File: config.mk
export PLATFORM = sky130hd
export DESIGN_NAME = lrr_device_flat
export DESIGN_NICKNAME = d
export VERILOG_FILES = /design/src/core/lrr_pkg.sv /design/src/core/lrr_link_if.sv /design/src/core/lrr_device.sv /design/src/flat_wrapper.sv
export SDC_FILE = /design/constraint.sdc
export NUM_CORES = 1
export LEC_CHECK = 0
export BUFFER_PORTS_ARGS = -buffer_cell sky130_fd_sc_hd__buf_2
export CAP_MARGIN = 25
export CORE_ASPECT_RATIO = 0.5
export CORE_UTILIZATION = 48
export CTS_BUF_LIST = sky130_fd_sc_hd__clkbuf_16
export DETAILED_ROUTE_END_ITERATION = 10
export PLACE_DENSITY = 0.89
export SLEW_MARGIN = 15
export SYNTH_ARGS = -nofsm -noshare
export SYNTH_HDL_FRONTEND = slang
export SYNTH_SLANG_ARGS = --single-unit
File: constraint.sdc
create_clock -name I_CORE_CLK -period 2.1 [get_ports I_CORE_CLK]
set_input_delay 0.21 -clock I_CORE_CLK [delete_from_list [all_inputs] [get_ports I_CORE_CLK]]
set_output_delay 0.21 -clock I_CORE_CLK [all_outputs]
set_load 0.05 [all_outputs]
File: src/core/lrr_pkg.sv
package lrr_pkg;

    // Bus geometry
    localparam int ADDR_W = 10;
    localparam int DATA_W = 32;

    // Device register offsets (byte addresses, word aligned)
    localparam logic [9:0] OFS_INTR_CTRL = 10'h000;
    localparam logic [9:0] OFS_LINK_STATUS = 10'h004;
    localparam logic [9:0] OFS_HARD_RESET = 10'h020;
    localparam logic [9:0] OFS_IRQ_CLEAR = 10'h044;
    localparam logic [9:0] OFS_IRQ_PEND = 10'h04c;

    // Address ranges
    localparam logic [9:0] LINK_HI = 10'h04c;
    localparam logic [9:0] MAP_LO = 10'h050;
    localparam logic [9:0] MAP_HI = 10'h0f0;
    localparam logic [9:0] ETH_LO = 10'h200;
    localparam logic [9:0] ETH_HI = 10'h24c;
    localparam logic [9:0] HDLC_LO = 10'h300;
    localparam logic [9:0] HDLC_HI = 10'h334;

    // Interrupt control fields
    localparam int INTR_EN_BIT = 0;
    localparam int IRQ_RESET_EN_BIT = 1;
    localparam int LOS_LCV_EN_BIT = 5;
    localparam logic INTR_CTRL_RESET = 1'h0;

    // Hard reset control fields
    localparam int HR_REPORT_EN_BIT = 0;
    localparam int HR_SEND_EN_BIT = 1;

    // Link status fields
    localparam int ST_REQ_BIT = 0;
    localparam int ST_RX_HOLD_BIT = 1;
    localparam int ST_DELAY_RST_BIT = 2;
    localparam int ST_REGION_LSB = 4;

    // Pending interrupt / clear layout
    localparam int PEND_RX_RESET_BIT = 1;

    // Link framing
    localparam int RESET_CONSEC_FRAMES = 4;
    localparam logic [7:0] Z_CTRL_INDEX = 8'h82;
    localparam int CLK_PERIOD_PS = 100000;
    localparam int BF_PERIOD_PS = 260417;
    localparam int BF_CYCLES_RAW = BF_PERIOD_PS / CLK_PERIOD_PS;
    localparam int BF_CYCLES = (BF_CYCLES_RAW < 1) ? 1 : BF_CYCLES_RAW;

    // Host controller register offsets
    localparam logic [7:0] H_OFS_CMD = 8'h00;
    localparam logic [7:0] H_OFS_ADDR = 8'h04;
    localparam logic [7:0] H_OFS_WDATA = 8'h08;
    localparam logic [7:0] H_OFS_RDATA = 8'h0c;
    localparam logic [7:0] H_OFS_STATUS = 8'h10;
    localparam logic [7:0] H_OFS_CTRL = 8'h14;

    // Host fields
    localparam int H_CMD_WRITE_BIT = 0;
    localparam int H_CMD_READ_BIT = 1;
    localparam int H_ST_BUSY_BIT = 0;
    localparam int H_ST_Z_BIT = 1;
    localparam int H_ST_REQ_SEEN_BIT = 2;
    localparam int H_CTRL_CFG_RST_BIT = 0;
    localparam int H_CTRL_DLY_RST_BIT = 1;
    localparam int H_CTRL_RESET_BIT = 2;
    localparam int H_CTRL_FRAMES_BIT = 3;
    localparam logic [3:0] H_CTRL_RESET_VAL = 4'h3;

    typedef enum logic [2:0] {
        LRR_REG_RESERVED = 3'h0,
        LRR_REG_LINK = 3'h1,
        LRR_REG_MAP = 3'h2,
        LRR_REG_ETH = 3'h3,
        LRR_REG_HDLC = 3'h4
    } lrr_region_type;

    typedef enum logic [1:0] {
        LRR_H_IDLE = 2'b00,
        LRR_H_ISSUE = 2'b01,
        LRR_H_CAPTURE = 2'b11
    } lrr_host_state_type;

endpackage

File: src/core/lrr_link_if.sv
`timescale 1ns/1ps
interface lrr_link_if;
    logic cfg_reset_n;
    logic delay_measure_block_reset_n;
    logic [lrr_pkg::ADDR_W-1:0] cpu_addr;
    logic [lrr_pkg::DATA_W-1:0] cpu_wdata;
    logic cpu_wr;
    logic cpu_rd;
    logic [lrr_pkg::DATA_W-1:0] cpu_rdata;
    logic rx_bf;
    logic rx_reset_bit;
    logic tx_bf;
    logic [7:0] tx_bf_index;
    logic tx_reset_bit;

    modport device (
        input cfg_reset_n,
        input delay_measure_block_reset_n,
        input cpu_addr,
        input cpu_wdata,
        input cpu_wr,
        input cpu_rd,
        output cpu_rdata,
        input rx_bf,
        input rx_reset_bit,
        output tx_bf,
        output tx_bf_index,
        output tx_reset_bit
    );

    modport host (
        output cfg_reset_n,
        output delay_measure_block_reset_n,
        output cpu_addr,
        output cpu_wdata,
        output cpu_wr,
        output cpu_rd,
        input cpu_rdata,
        output rx_bf,
        output rx_reset_bit,
        input tx_bf,
        input tx_bf_index,
        input tx_reset_bit
    );
endinterface

File: src/core/lrr_device.sv
`timescale 1ns/1ps
// Overview of operation
// - Delay reset released synchronously to its clock.
// - Every reset held at least one cycle.
// - Register reset released synchronously to core clock.
// - Request after four consecutive frames, when enabled.
// - Request output cleared while in reset.
// - Send enabled reset request in Z.130.0 bit0.
// - Reset send input sampled on core edge.
// - Recovered clock and core clock observation outputs.
// - Registers 32 bits, word accesses only.
// - Software avoids writing or trusting reserved bits.
// - Registers reachable only through CPU interface.
// - Read-clear, read-only, read/write, write-only behaviours.
// - Decode link, map, Ethernet, HDLC ranges.
// - Report and send enables at offset 0x20.
// - Interrupt control bit1 enables reset interrupt.
module lrr_device #(
    parameter int CONSEC_FRAMES = lrr_pkg::RESET_CONSEC_FRAMES,
    parameter int BF_CYCLES = lrr_pkg::BF_CYCLES
) (
    input wire logic I_CORE_CLK,
    input wire logic I_ARST_N,
    lrr_link_if.device LINK,
    input wire logic I_LINK_RESET_SEND_IN,
    output logic O_LINK_RESET_REQUEST_OUT,
    output logic O_IRQ,
    output logic O_RECOVERED_CLK,
    output logic O_CORE_CLK_OBS
);
    import lrr_pkg::*;

    localparam int BF_W = (BF_CYCLES < 2) ? 1 : $clog2(BF_CYCLES);
    localparam logic [BF_W-1:0] BF_LAST = BF_W'(BF_CYCLES - 1);
    localparam logic [2:0] CONSEC_LAST = 3'(CONSEC_FRAMES - 1);
    localparam logic [2:0] CONSEC_TOP = 3'(CONSEC_FRAMES);

    if (CONSEC_FRAMES < 1 || CONSEC_FRAMES > 7) begin : g_bad_consec
        $error("CONSEC_FRAMES must lie in 1..7");
    end
    if (BF_CYCLES < 1) begin : g_bad_bf
        $error("BF_CYCLES must be at least 1");
    end

    typedef struct packed {
        logic intr_en;
        logic irq_reset_en;
        logic los_lcv_en;
        logic report_en;
        logic send_en;
        logic [2:0] consec;
        logic req_out;
        logic rx_hold;
        logic pend;
        logic irq;
        logic send_smp;
        logic delay_rst;
        logic [BF_W-1:0] bf_div;
        logic [7:0] bf_index;
        logic tx_bf;
        logic tx_bit;
        logic [DATA_W-1:0] rdata;
        lrr_region_type last_region;
        logic rec_clk;
        logic core_obs;
    } lrr_dev_state_type;

    lrr_dev_state_type st;
    lrr_dev_state_type next_st;
    lrr_region_type region;

    function automatic lrr_region_type region_of(input logic [ADDR_W-1:0] a);
        // Sub-word addresses never hit a register
        if (a[1:0] != 2'h0) begin
            return LRR_REG_RESERVED;
        end else if (a <= LINK_HI) begin
            return LRR_REG_LINK;
        end else if (a >= MAP_LO && a <= MAP_HI) begin
            return LRR_REG_MAP;
        end else if (a >= ETH_LO && a <= ETH_HI) begin
            return LRR_REG_ETH;
        end else if (a >= HDLC_LO && a <= HDLC_HI) begin
            return LRR_REG_HDLC;
        end else begin
            return LRR_REG_RESERVED;
        end
    endfunction

    assign region = region_of(LINK.cpu_addr);

    always_comb begin
        next_st = st;
        next_st.tx_bf = 1'b0;
        next_st.tx_bit = 1'b0;
        next_st.rdata = '0;
        next_st.core_obs = ~st.core_obs;
        next_st.send_smp = I_LINK_RESET_SEND_IN;
        // Same-clock source, so a plain sample is enough
        next_st.delay_rst = ~LINK.delay_measure_block_reset_n;

        if (LINK.cpu_wr || LINK.cpu_rd) begin
            next_st.last_region = region;
        end

        // Only the link range lives here; other ranges read zero
        if (LINK.cpu_rd && region == LRR_REG_LINK) begin
            if (LINK.cpu_addr == OFS_INTR_CTRL) begin
                next_st.rdata[INTR_EN_BIT] = st.intr_en;
                next_st.rdata[IRQ_RESET_EN_BIT] = st.irq_reset_en;
                next_st.rdata[LOS_LCV_EN_BIT] = st.los_lcv_en;
            end else if (LINK.cpu_addr == OFS_LINK_STATUS) begin
                next_st.rdata[ST_REQ_BIT] = st.req_out;
                next_st.rdata[ST_RX_HOLD_BIT] = st.rx_hold;
                next_st.rdata[ST_DELAY_RST_BIT] = st.delay_rst;
                next_st.rdata[ST_REGION_LSB +: 3] = st.last_region;
                next_st.rx_hold = 1'b0;
            end else if (LINK.cpu_addr == OFS_HARD_RESET) begin
                next_st.rdata[HR_REPORT_EN_BIT] = st.report_en;
                next_st.rdata[HR_SEND_EN_BIT] = st.send_en;
            end else if (LINK.cpu_addr == OFS_IRQ_PEND) begin
                next_st.rdata[PEND_RX_RESET_BIT] = st.pend;
            end else begin
                next_st.rdata = '0;
            end
        end

        // Status and pending registers ignore writes
        if (LINK.cpu_wr && region == LRR_REG_LINK) begin
            if (LINK.cpu_addr == OFS_INTR_CTRL) begin
                next_st.intr_en = LINK.cpu_wdata[INTR_EN_BIT];
                next_st.irq_reset_en = LINK.cpu_wdata[IRQ_RESET_EN_BIT];
                next_st.los_lcv_en = LINK.cpu_wdata[LOS_LCV_EN_BIT];
            end else if (LINK.cpu_addr == OFS_HARD_RESET) begin
                next_st.report_en = LINK.cpu_wdata[HR_REPORT_EN_BIT];
                next_st.send_en = LINK.cpu_wdata[HR_SEND_EN_BIT];
            end else if (LINK.cpu_addr == OFS_IRQ_CLEAR) begin
                if (LINK.cpu_wdata[PEND_RX_RESET_BIT]) begin
                    next_st.pend = 1'b0;
                end
            end
        end

        // Receive side: count frames that carry the reset bit
        if (LINK.rx_bf) begin
            next_st.rec_clk = ~st.rec_clk;
            if (LINK.rx_reset_bit) begin
                if (st.consec != CONSEC_TOP) begin
                    next_st.consec = 3'(st.consec + 3'h1);
                end
                // Detection sets flags after the clears, so it wins
                if (st.consec >= CONSEC_LAST && st.report_en && !st.req_out) begin
                    next_st.req_out = 1'b1;
                    next_st.rx_hold = 1'b1;
                    next_st.pend = 1'b1;
                end
            end else begin
                // A missing bit breaks the run; the request itself holds
                next_st.consec = 3'h0;
            end
        end

        // Transmit side: basic frame timing and Z.130.0 insertion
        if (st.bf_div == BF_LAST) begin
            next_st.bf_div = '0;
            next_st.tx_bf = 1'b1;
            next_st.bf_index = 8'(st.bf_index + 8'h01);
            if (next_st.bf_index == Z_CTRL_INDEX) begin
                next_st.tx_bit = st.send_smp && st.send_en;
            end
        end else begin
            next_st.bf_div = BF_W'(st.bf_div + 1'b1);
        end

        next_st.irq = next_st.intr_en && next_st.irq_reset_en && next_st.pend;

        // Register reset clears everything, the request included
        if (!LINK.cfg_reset_n) begin
            next_st = '0;
        end
    end

    always_ff @(posedge I_CORE_CLK or negedge I_ARST_N) begin
        if (!I_ARST_N) begin
            st <= '0;
        end else begin
            st <= next_st;
        end
    end

    assign LINK.cpu_rdata = st.rdata;
    assign LINK.tx_bf = st.tx_bf;
    assign LINK.tx_bf_index = st.bf_index;
    assign LINK.tx_reset_bit = st.tx_bit;
    assign O_LINK_RESET_REQUEST_OUT = st.req_out;
    assign O_IRQ = st.irq;
    assign O_RECOVERED_CLK = st.rec_clk;
    assign O_CORE_CLK_OBS = st.core_obs;

endmodule // lrr_device

File: src/flat_wrapper.sv
// flat-port wrapper written by rule: the top's interface ports become plain ports
module lrr_device_flat import lrr_pkg::*;
#(
    parameter int CONSEC_FRAMES = lrr_pkg::RESET_CONSEC_FRAMES,
    parameter int BF_CYCLES = lrr_pkg::BF_CYCLES
)
  (I_CORE_CLK, I_ARST_N, I_LINK_RESET_SEND_IN, O_LINK_RESET_REQUEST_OUT, O_IRQ, O_RECOVERED_CLK, O_CORE_CLK_OBS, LINK_cfg_reset_n, LINK_delay_measure_block_reset_n, LINK_cpu_addr, LINK_cpu_wdata, LINK_cpu_wr, LINK_cpu_rd, LINK_cpu_rdata, LINK_rx_bf, LINK_rx_reset_bit, LINK_tx_bf, LINK_tx_bf_index, LINK_tx_reset_bit);
  lrr_link_if LINK_i ();
  input wire logic I_CORE_CLK;
  input wire logic I_ARST_N;
  input wire logic I_LINK_RESET_SEND_IN;
  output logic O_LINK_RESET_REQUEST_OUT;
  output logic O_IRQ;
  output logic O_RECOVERED_CLK;
  output logic O_CORE_CLK_OBS;
  input wire logic [$bits(LINK_i.cfg_reset_n)-1:0] LINK_cfg_reset_n;
  input wire logic [$bits(LINK_i.delay_measure_block_reset_n)-1:0] LINK_delay_measure_block_reset_n;
  input wire logic [$bits(LINK_i.cpu_addr)-1:0] LINK_cpu_addr;
  input wire logic [$bits(LINK_i.cpu_wdata)-1:0] LINK_cpu_wdata;
  input wire logic [$bits(LINK_i.cpu_wr)-1:0] LINK_cpu_wr;
  input wire logic [$bits(LINK_i.cpu_rd)-1:0] LINK_cpu_rd;
  output wire logic [$bits(LINK_i.cpu_rdata)-1:0] LINK_cpu_rdata;
  input wire logic [$bits(LINK_i.rx_bf)-1:0] LINK_rx_bf;
  input wire logic [$bits(LINK_i.rx_reset_bit)-1:0] LINK_rx_reset_bit;
  output wire logic [$bits(LINK_i.tx_bf)-1:0] LINK_tx_bf;
  output wire logic [$bits(LINK_i.tx_bf_index)-1:0] LINK_tx_bf_index;
  output wire logic [$bits(LINK_i.tx_reset_bit)-1:0] LINK_tx_reset_bit;
  assign LINK_i.cfg_reset_n = LINK_cfg_reset_n;
  assign LINK_i.delay_measure_block_reset_n = LINK_delay_measure_block_reset_n;
  assign LINK_i.cpu_addr = LINK_cpu_addr;
  assign LINK_i.cpu_wdata = LINK_cpu_wdata;
  assign LINK_i.cpu_wr = LINK_cpu_wr;
  assign LINK_i.cpu_rd = LINK_cpu_rd;
  assign LINK_cpu_rdata = LINK_i.cpu_rdata;
  assign LINK_i.rx_bf = LINK_rx_bf;
  assign LINK_i.rx_reset_bit = LINK_rx_reset_bit;
  assign LINK_tx_bf = LINK_i.tx_bf;
  assign LINK_tx_bf_index = LINK_i.tx_bf_index;
  assign LINK_tx_reset_bit = LINK_i.tx_reset_bit;
  lrr_device #(.CONSEC_FRAMES(CONSEC_FRAMES), .BF_CYCLES(BF_CYCLES)) u_core (.I_CORE_CLK(I_CORE_CLK), .I_ARST_N(I_ARST_N), .LINK(LINK_i), .I_LINK_RESET_SEND_IN(I_LINK_RESET_SEND_IN), .O_LINK_RESET_REQUEST_OUT(O_LINK_RESET_REQUEST_OUT), .O_IRQ(O_IRQ), .O_RECOVERED_CLK(O_RECOVERED_CLK), .O_CORE_CLK_OBS(O_CORE_CLK_OBS));
endmodule
; ---- Yosys cells after proc, flatten, opt, wreduce, memory -nomap -nowiden
; Cells that the tools add are included.
[totals]
word_cells = 106
mem_count = 0
ram_bits = 0
in_bits = 51
latch_bits = 0
regBits = 62
rom_bits = 0
output_inout_bits = 46
[op_classes]
n_reduce_logical = 18
shift = 0
mul = 0
n_eq_ne = 17
n_div = 0
bitwise_logic = 3
n_mux = 37
n_addsub = 3
magnitude_cmp = 8
[op_table]
columns = operator, count
row1 = two-way mux 62 bit, 1
row2 = two-way mux 3 bit, 14
row3 = two-way mux 32 bit, 1
row4 = "equality test 10 x 7 -> 1 bit, second input constant", 2
row5 = "greater-or-equal comparator 10 bit, second input constant", 2
row6 = "<= comparator 10 bit, second input constant", 2
row7 = "!= test 2 x 1 -> 1 bit, second input constant", 8
row8 = two-way mux 1 bit, 14
row9 = "equality test 10 x 3 -> 1 bit, second input constant", 1
row10 = "equality test 10 x 6 -> 1 bit, second input constant", 1
row11 = "greater-or-equal comparator 10 x 7 -> 1 bit, second input constant", 1
row12 = "<= comparator 10 x 7 -> 1 bit, second input constant", 1
row13 = "<= comparator 10 x 8 -> 1 bit, second input constant", 1
row14 = logical AND 1 bit, 10
row15 = logical NOT 10 bit, 1
row16 = two-way mux 10 bit, 1
row17 = "adder 8 x 1 -> 8 bit, second input constant", 1
row18 = "equality test 8 bit, second input constant", 1
row19 = two-way mux 2 bit, 4
row20 = two-way mux 6 bit, 1
row21 = AND reduction 3 bit, 2
row22 = two-way mux 5 bit, 1
row23 = AND reduction 2 bit, 2
row24 = "adder 3 x 1 -> 3 bit, second input constant", 1
row25 = 10 further kinds, 12

; ---- Depth between registers and ports, before layout
; Gate-level depths: netlist of the first run.
[depth]
ltp_word = 15
mapped_depth = 6
mapped_depth_nobuf = 6

; ---- Worst setup path before layout of the first run
; No wires, ideal clock.
[synth_timing]
path_kind = reg2reg
from = register u_core.st[55] (netlist name)
to = register u_core.st, in the netlist u_core.O_IRQ
setup_time_ps = 94
path_stages_with_launch = 6
n_path_buf = 0
slack_ps = 501
synth_period_minus_slack_ps = 1599
t_required_ps = 2006
arrival_time_ps = 1505
cell_sequence = dfrtp_1 ha_1 ha_1 a211oi_1 or4b_1 a221oi_2
[synth_lines]
columns = item, line
row1 = start: declaration, lrr_device.sv:68  ; lrr_dev_state_type st;
row2 = start signal: assignment, lrr_device.sv:186  ; st <= next_st;

==> results of run 1 <==
==> worst max-delay path, stage by stage, from the launching register on <==
cell and delay, ns:
dfrtp_1 0.41, ha_1 0.17, ha_1 0.14, a211oi_1 0.05
or4b_1 0.62, a221oi_2 0.29
==> logic make-up after synthesis <==
family | count (synthesis)
AO/OA/AOI/OAI | 35
XOR/XNOR | 7
flip-flops | 36
adder cells (fa/ha/maj) | 5
buffers and inverters | 50
multiplexers | 5
other | 1
AND/OR/NAND/NOR | 95
==> power by group through the flow <==
stage	clock network [mW]	logic, mW	registers (mW)
after floorplan	0	0.222	0.745
after global placement	0	0.260	0.735
after detailed placement	0	0.266	0.737
after CTS	0.841	0.268	0.724
after global routing	0.887	0.287	0.727
final	0.827	0.267	0.724
==> Yosys cell counts, drive strengths merged <==
cell type,n,area [um^2]
a211oi,2,15.0
a21o,1,7.51
a21oi,13,65.1
a221oi,1,15.0
a22o,1,8.76
a311oi,1,8.76
a32o,1,10.0
a32oi,2,17.5
and2,8,50.1
and3,3,18.8
and4,3,26.3
buf,41,305
clkbuf,3,11.3
conb,1,3.75
dfrtp,36,901
ha,5,62.6
inv,6,25.0
mux2i,5,50.1
nand2,19,71.3
nand2b,2,12.5
nand3,7,35.0
nand4,11,75.1
nor2,24,97.6
nor2b,3,18.8
nor3,6,41.3
nor3b,1,12.5
nor4,3,40.0
nor4b,1,15.0
o2111a,1,11.3
o2111ai,2,17.5
o211a,1,10.0
o211ai,1,7.51
o21ai,6,30.0
o32ai,1,8.76
o41ai,1,8.76
or2,2,12.5
or3,1,6.26
or4b,1,10.0
xnor2,2,17.5
xor2,5,43.8
==> through the flow <==
stage | instance area [um^2] | hold WS [ns]
3_5_place_dp | 2250 | 0.337
2_1_floorplan | 2300 | -0.0856
3_3_place_gp | 2250 | 0.324
5_1_grt | 2420 | 0.0753
4_1_cts | 2420 | 0.0377
6_report | 2420 | 0.00117
==> state kept, by name, summed over array words and instances (netlist names) <==
signal / cells
u_core.LINK.tx_reset_bit: 1
u_core.O_RECOVERED_CLK: 1
u_core.O_LINK_RESET_REQUEST_OUT: 1
u_core.LINK.tx_bf_index: 8
u_core.LINK.tx_bf: 1
u_core.O_IRQ: 1
u_core.st: 16
u_core.LINK.cpu_rdata: 6
u_core.O_CORE_CLK_OBS: 1
==> worst paths after layout <==
path	slack (ns)	to	cells past startpoint
worst max-delay path	0.32	u_core.O_IRQ	5
worst min-delay path	0.001	u_core.st[52]	1
worst max register to register	0.32	u_core.O_IRQ	5
worst min register to register	0.42	u_core.O_CORE_CLK_OBS	1
max in group asynchronous	1.61	u_core.st[47]	1
min in group I_CORE_CLK	0.07	u_core.st[48]	2
==> area by class of cell <==
class,count,share of cell area
clock inverter,3,0.0160
sequential,36,0.372
clock buffer,5,0.0517
inverter,6,0.0103
multi-input combinational,173,0.437
timing repair buffer,41,0.0848
tap,54,0.0279
==> per-layer routing <==
metal,part of all wire,vias up,GRT usage
met5,0,-,0
met4,0.025,0,0.111
li1,-,816,-
met3,0.092,11,0.0511
met2,0.47,99,0.319
met1,0.42,827,0.256
==> metrics, run 1 <==
initial antenna violation count=0; Cell Count, Final, Fillers Out=318; Via density=5.51; drt drc=6; Layout Area Growth over Synthesis=9.70%; DR vias=1753; nets=319; CP Max Fanout=5; LEAKAGE=1.20 nW; most common cell after layout, fill and taps aside=buf_2; Num CTS Buffers=5; Starting Density=0.532; post-synthesis mux area share=0.0227; clock power share=0.455; Setup WS post-layout=0.324 ns; root buffer cell=clkbuf_16; post-synthesis adder-cell area fraction=0.0284; commonest non-fill, non-tap cells in the layout=buf_2 (41), dfrtp_1 (36), conb_1 (26), nor2_1 (23), nand2_1 (19); postcts setup bufs=0; global route overflow=0; Compound-Gate Fraction of Synth Area=0.110; CTS Buffer Depth=2; HPWL Detailed=3.07 mm; critical path class=register to register; pwr dens=752 mW/mm^2; largest net degree at the start of global routing=37; YS warnings=0; post-cts hold buffer count=0; routed length per placed instance=13.7 um; total track usage=0.202; core footprint=0.00414 mm^2; antenna-violating nets left=0; post-layout power=1.82 mW; switching pwr=0.509 mW; worst path required time=2.29 ns; min Tclk post-route=1.78 ns; clock latency on the worst-skew pair=0.28 ns; Fin Setup TNS=0 ns; Layout fillers=360; diode count=0; critical path endpoint category=register; clk_skew=0.00266 ns; H-tree depth=2; Arr. time, crit path=1.97 ns; dpl ws=0.364 ns; clock sink total=36; syn avg cell area=9.42 um^2; FF-to-FF Start=u_core.st[55]; Initial DRC Count=87; post-CTS sizing=0; FMAX=563 MHz; crit path launch=u_core.st[55]; Slew headroom=0.487; TritonRoute pass-1 iters=8; Sw Ratio=0.280; Mapped Cells=234; Worst-Margin Slew=0.769 ns; P_int=1.31 mW; Hold Crit Class=input pin to asynchronous set/reset pin; CTS tree=built; peak supply drop=0.000377 V; layout cells sized above 1=0.220; status=complete, but fails checks; die area=0.00488 mm^2; first-pass GRT wire length=7.55 mm; post-synthesis xor/xnor area fraction=0.0278; DRT Wirelength=4.37 mm; dpl cells=310; flops & latches, synth=36; register area=901 um^2; Max-Cap Viols=0; final worst path period share=0.846; final core occ=0.584; Ports=97; Final Slew Violations=0; Setup crit start kind=register; largest family of logic cells by synthesized area=simple AND/OR/NAND/NOR gates; Post-Syn Area=0.00220 mm^2; final hold vios=0; GP Congestion=0.936; Die Y=49.9 um; Synth cell types=49; number of global-route vias before repair=1576; RSZ-0062 raised after global routing=no; sequential cell area fraction in the yosys report=0.409; failing checks=design-rule violations; row cnt=16; Multi-input gate area=0.00106 mm^2; post-synthesis simple-gate area fraction=0.246; Setup-failing EPs final=0; combinational share of power=0.147; clk slew on worst S/H paths=0.05 ns; PortBufs=41; sequential group share of total power=0.398; chip width=97.8 um
Power figures use the tool's default switching activity.
==> run 2: changes to the inputs <==
--- a/config.mk
+++ b/config.mk
@@ -5,13 +5,14 @@
 export SDC_FILE = /design/constraint.sdc
 export NUM_CORES = 1
 export LEC_CHECK = 0
+export ABC_AREA = 1
 export BUFFER_PORTS_ARGS = -buffer_cell sky130_fd_sc_hd__buf_2
 export CAP_MARGIN = 25
 export CORE_ASPECT_RATIO = 0.5
 export CORE_UTILIZATION = 48
 export CTS_BUF_LIST = sky130_fd_sc_hd__clkbuf_16
 export DETAILED_ROUTE_END_ITERATION = 10
-export PLACE_DENSITY = 0.89
+export PLACE_DENSITY = 0.88
 export SLEW_MARGIN = 15
 export SYNTH_ARGS = -nofsm -noshare
 export SYNTH_HDL_FRONTEND = slang
==> constraint.sdc (replaced) <==
create_clock -name I_CORE_CLK -period 1.7 [get_ports I_CORE_CLK]
set_input_delay 0.17 -clock I_CORE_CLK [delete_from_list [all_inputs] [get_ports I_CORE_CLK]]
set_output_delay 0.17 -clock I_CORE_CLK [all_outputs]
set_load 0.05 [all_outputs]
==> run 2 against run 1 <==
The flow finishes with violations (negative hold slack). Critical path depth rose by 2. Flip-flop and latch count did not move. Core utilization fell by 1.5 points. Synthesized cell count rose by 20%. Combinational power rose by 26%. Fmax rose by 20%.
==> metrics, run 2 <==
die area=0.00506 mm^2; Arr. time, crit path=1.65 ns; FMAX=675 MHz; Hold Crit Class=input pin to asynchronous set/reset pin; Setup-failing EPs final=0; commonest cells in the netlist=nand2_1 (44), buf_4 (40), inv_1 (37); Mapped Cells=280; post-CTS sizing=0; leading post-synthesis cells by cell area=dfrtp_1 (39%), buf_4 (13%), nand2_1 (7.2%); nets=370; clk_skew=0.00640 ns; Post-synth EDFFs=0; post-cts hold buffer count=0; Top FF cell, synth=dfrtp_1; worst path required time=1.87 ns; Worst-Margin Slew=0.781 ns; final hold vios=36; clock latency on the worst-skew pair=0.28 ns; routed length per placed instance=12.0 um; DRT Wirelength=4.56 mm; Starting Density=0.510; HPWL Detailed=3.40 mm; WHS=-0.0336 ns; cell taking the most area after synthesis=dfrtp_1; clk slew on worst S/H paths=0.06 ns; layout cells sized above 1=0.238; antenna-violating nets left=0; Slew headroom=0.479; Die Y=50.8 um; failing checks=negative hold slack; CP Max Fanout=4; DR vias=1894; Fin Setup TNS=0 ns; TritonRoute pass-1 iters=4; Ports=97; Max-Cap Viols=0; initial antenna violation count=0; Top reg by flops=u_core.st; status=complete, but fails checks; CTS Buffer Depth=2; number of global-route vias before repair=1720; syn avg cell area=8.17 um^2; root buffer cell=clkbuf_16; diode count=0; core footprint=0.00449 mm^2; PortBufs=41; largest net degree at the start of global routing=37; global route overflow=0; final core occ=0.568; first-pass GRT wire length=7.38 mm; critical path endpoint category=register; min Tclk post-route=1.48 ns; Via density=4.97; postcts setup bufs=0; Setup crit start kind=register; most frequent cell after synthesis=nand2_1; LEAKAGE=1.35 nW; pwr dens=888 mW/mm^2; RSZ-0062 raised after global routing=no; chip width=99.7 um; critical path class=register to register; final worst path period share=0.871; Largest register FFs=16; total track usage=0.188; most common cell after layout, fill and taps aside=nand2_1; Synth cell types=33; H-tree depth=2; YS warnings=0; sequential cell area fraction in the yosys report=0.394; share of the synthesized area in the top cell type=0.394; Synth async-reset ratio=1.00; Num CTS Buffers=5; drt drc=0; clock sink total=36; Layout Area Growth over Synthesis=11.4%; Initial DRC Count=160; flops & latches, synth=36; Post-Syn Area=0.00229 mm^2; CTS tree=built; peak supply drop=0.000434 V; commonest non-fill, non-tap cells in the layout=nand2_1 (44), buf_2 (41), inv_1 (37), dfrtp_1 (36), conb_1 (26); Final Slew Violations=0; row cnt=17; GP Congestion=0.922
==> run 2: cell families after synthesis <==
| group | synth area share |
|---|---|
| XOR/XNOR | 0.0268 |
| other | 0.00164 |
| buffers and inverters | 0.203 |
| adder cells (fa/ha/maj) | 0.0273 |
| flip-flops | 0.394 |
| AO/OA/AOI/OAI | 0.0744 |
| AND/OR/NAND/NOR | 0.273 |
==> run 2: through the flow <==
step / instances / area (um^2) / hold WS, ns / worst slack [ns] / power (mW)
detailed placement: 373 / 2380 / 0.297 / 0.216 / 1.24
CTS: 381 / 2550 / 0.000349 / 0.211 / 2.28
floorplan: 305 / 2380 / -0.126 / 0.319 / 1.20
global placement: 373 / 2380 / 0.274 / 0.268 / 1.23
finish: 381 / 2550 / -0.0336 / 0.219 / 2.27
global route: 381 / 2550 / 0.0400 / 0.120 / 2.33
==> run 2: per-layer routing <==
layer  track usage  vias up  share of wire
li1              -      902              -
met1         0.222      872           0.40
met2         0.329      105           0.50
met3        0.0479       15          0.074
met4        0.0907        0          0.025
met5             0        -              0
==> run 2: power breakdown <==
group / total, mW / internal [mW] / switching (mW)
clock network: 1.04 / 0.688 / 0.354
registers: 0.886 / 0.874 / 0.0120
logic: 0.337 / 0.0613 / 0.276
total: 2.27 / 1.62 / 0.642
==> run 2: critical path: stages (launching register included) <==
cell	delay, ns
dfrtp_1	0.40
ha_1	0.22
ha_1	0.20
o21ai_0	0.20
buf_4	0.16
nand3_1	0.08
nand2_1	0.07
nor2_2	0.03
==> run 2: final cells by class <==
type,count,area (um^2)
timing repair buffer,44,228
tap,66,82.6
clock buffer,5,125
multi-input combinational,186,1020
inverter,41,154
clock inverter,3,42.5
fill,393,1940
sequential,36,901
==> run 2: final timing paths <==
| path | start | end | slack [ns] | cells after the start |
|---|---|---|---|---|
| max | u_core.st[54] | u_core.O_IRQ | 0.22 | 7 |
| min | I_ARST_N | u_core.LINK.tx_bf_index[3] | -0.03 | 1 |
| max reg2reg | u_core.st[54] | u_core.O_IRQ | 0.22 | 7 |
| min reg2reg | u_core.O_CORE_CLK_OBS | u_core.O_CORE_CLK_OBS | 0.42 | 1 |
| max in group asynchronous | I_ARST_N | u_core.LINK.tx_bf | 1.23 | 1 |
| min in group I_CORE_CLK | LINK_delay_measure_block_reset_n | u_core.st[48] | 0.05 | 2 |
==> run 3: changes to the inputs <==
--- a/config.mk
+++ b/config.mk
@@ -8,8 +8,10 @@
 export ABC_AREA = 1
 export BUFFER_PORTS_ARGS = -buffer_cell sky130_fd_sc_hd__buf_2
 export CAP_MARGIN = 25
+export CELL_PAD_IN_SITES_DETAIL_PLACEMENT = 1
+export CELL_PAD_IN_SITES_GLOBAL_PLACEMENT = 1
 export CORE_ASPECT_RATIO = 0.5
-export CORE_UTILIZATION = 48
+export CORE_UTILIZATION = 34
 export CTS_BUF_LIST = sky130_fd_sc_hd__clkbuf_16
 export DETAILED_ROUTE_END_ITERATION = 10
 export PLACE_DENSITY = 0.88
==> run 3 against run 2 <==
The flow now finishes without violations. Clock skew down 0.00051 ns. Count of clock-buffer cells in the layout unchanged. Register-to-register slack worse by 0.05 ns. Via count up 0.48%. Die area up 40%. Final cell count up 6.6%. Fmax down 3.6%. Sequential power about the same. Clock power down 14%. Worst setup slack worse by 0.055 ns.
==> metrics, run 3 (synthesis gave the netlist of run 2 again) <==
status=finished, final reports clean; critical path class=register to register; number of global-route vias before repair=1997; Top reg by flops=u_core.st; first-pass GRT wire length=9.41 mm; chip width=118 um; Largest register FFs=16; clk slew on worst S/H paths=0.06 ns; clock latency on the worst-skew pair=0.29 ns; CP Max Fanout=6; row cnt=20; drt drc=0; Max-Cap Viols=0; CTS tree=built; postcts setup bufs=0; global route overflow=0; hold path depth=2; Starting Density=0.364; DRT Wirelength=5.84 mm; nets=373; register-to-register setup slack=0.16 ns; clock power share=0.421; most common cell after layout, fill and taps aside=nand2_1; peak supply drop=0.000428 V; commonest non-fill, non-tap cells in the layout=nand2_1 (44), buf_2 (41), inv_1 (38), dfrtp_1 (36), conb_1 (26); RSZ-0062 raised after global routing=no; Fin Setup TNS=0 ns; GP Congestion=0.825; die area=0.00708 mm^2; WHS=0.0493 ns; P_int=1.47 mW; total track usage=0.176; critical path endpoint category=register; reg2reg path depth=6; pwr dens=828 mW/mm^2; hold path start=LINK_delay_measure_block_reset_n; antenna-violating nets left=0; Ports=97; PortBufs=41; Slew headroom=0.659; final hold vios=0; worst path required time=1.87 ns; Final Slew Violations=0; clock sink total=36; FMAX=651 MHz; Worst Hold Path EP=u_core.st[48]; initial antenna violation count=0; Layout Area Growth over Synthesis=12.5%; switching pwr=0.661 mW; dpl ws=0.177 ns; Arr. time, crit path=1.71 ns; Setup crit start kind=register; dpl cells=397; routed length per placed instance=14.4 um; combinational share of power=0.164; Die Y=60.0 um; DP Area=0.00242 mm^2; min Tclk post-route=1.54 ns; Hold Crit Class=input pin to register; FF-to-FF Start=u_core.LINK.tx_bf_index[0]; design area=0.00257 mm^2; post-CTS sizing=0; sequential group share of total power=0.415; LEAKAGE=1.36 nW; DR vias=1903; Cell Count, Final, Fillers Out=406; diode count=0; HPWL Detailed=4.18 mm; layout cells sized above 1=0.236; largest net degree at the start of global routing=23; TritonRoute pass-1 iters=4; final worst path period share=0.904; core footprint=0.00628 mm^2; Setup WS post-layout=0.164 ns; Worst-Margin Slew=0.511 ns; Layout fillers=773; Worst R2R End=u_core.LINK.tx_reset_bit; post-cts hold buffer count=1; Initial DRC Count=106; CTS Buffer Depth=2; H-tree depth=2; Num CTS Buffers=5; Sw Ratio=0.310; root buffer cell=clkbuf_16; Setup-failing EPs final=0; Via density=4.69; clk_skew=0.00589 ns
-- run 3: changes by cell type in the layout (fill, tap and decap cells not counted), sizes merged --
cell / change
bufinv: -1
inv: +1
buf: +2
dlygate4sd3: +1
-- run 3: worst max-delay path by stage --
| stage | endpoint | slack, ns | from |
|---|---|---|---|
| after floorplan | u_core.O_IRQ | 0.32 | u_core.st[54] |
| after global placement | u_core.LINK.tx_reset_bit | 0.25 | u_core.LINK.tx_bf_index[0] |
| after detailed placement | u_core.LINK.tx_reset_bit | 0.18 | u_core.LINK.tx_bf_index[0] |
| after CTS | u_core.LINK.tx_reset_bit | 0.16 | u_core.LINK.tx_bf_index[0] |
| after global routing | u_core.LINK.tx_reset_bit | 0.09 | u_core.LINK.tx_bf_index[0] |
| final | u_core.LINK.tx_reset_bit | 0.16 | u_core.LINK.tx_bf_index[0] |
-- run 3: cell type report --
type	instances	area, um^2	area share
multi-input cells	186	1020	0.395
flip-flops and latches	36	901	0.350
repair buffers	47	253	0.0982
inverters	41	154	0.0598
clock buffers	5	125	0.0486
well taps	88	110	0.0428
clock inverters	3	15.0	0.00583
-- run 3: critical path, stage by stage (launching register included) --
cell and delay [ns]:
dfrtp_1 0.44, ha_1 0.22, nand3_1 0.12, nor3_1 0.19, xor2_1 0.19, inv_1 0.07
and3_1 0.18
-- run 3: metal layers --
layer | vias to the layer above | part of all wire | global-route usage
met1 | 900 | 0.41 | 0.186
li1 | 909 | - | -
met4 | 0 | 0.033 | 0.117
met2 | 75 | 0.51 | 0.329
met5 | - | 0 | 0
met3 | 19 | 0.047 | 0.0391
-- run 3: power by group through the flow --
| stage | clock network (mW) | logic [mW] | registers, mW |
|---|---|---|---|
| after floorplan | 0 | 0.280 | 0.918 |
| after global placement | 0 | 0.334 | 0.900 |
| after global routing | 0.942 | 0.375 | 0.888 |
| after detailed placement | 0 | 0.345 | 0.901 |
| after CTS | 0.900 | 0.350 | 0.886 |
| final | 0.898 | 0.349 | 0.886 |
-- run 3: through the flow --
step,util,total power [mW]
finish,0.410,2.13
global route,0.410,2.21
CTS,0.410,2.14
detailed placement,0.386,1.25
global placement,0.386,1.23
floorplan,-,1.20
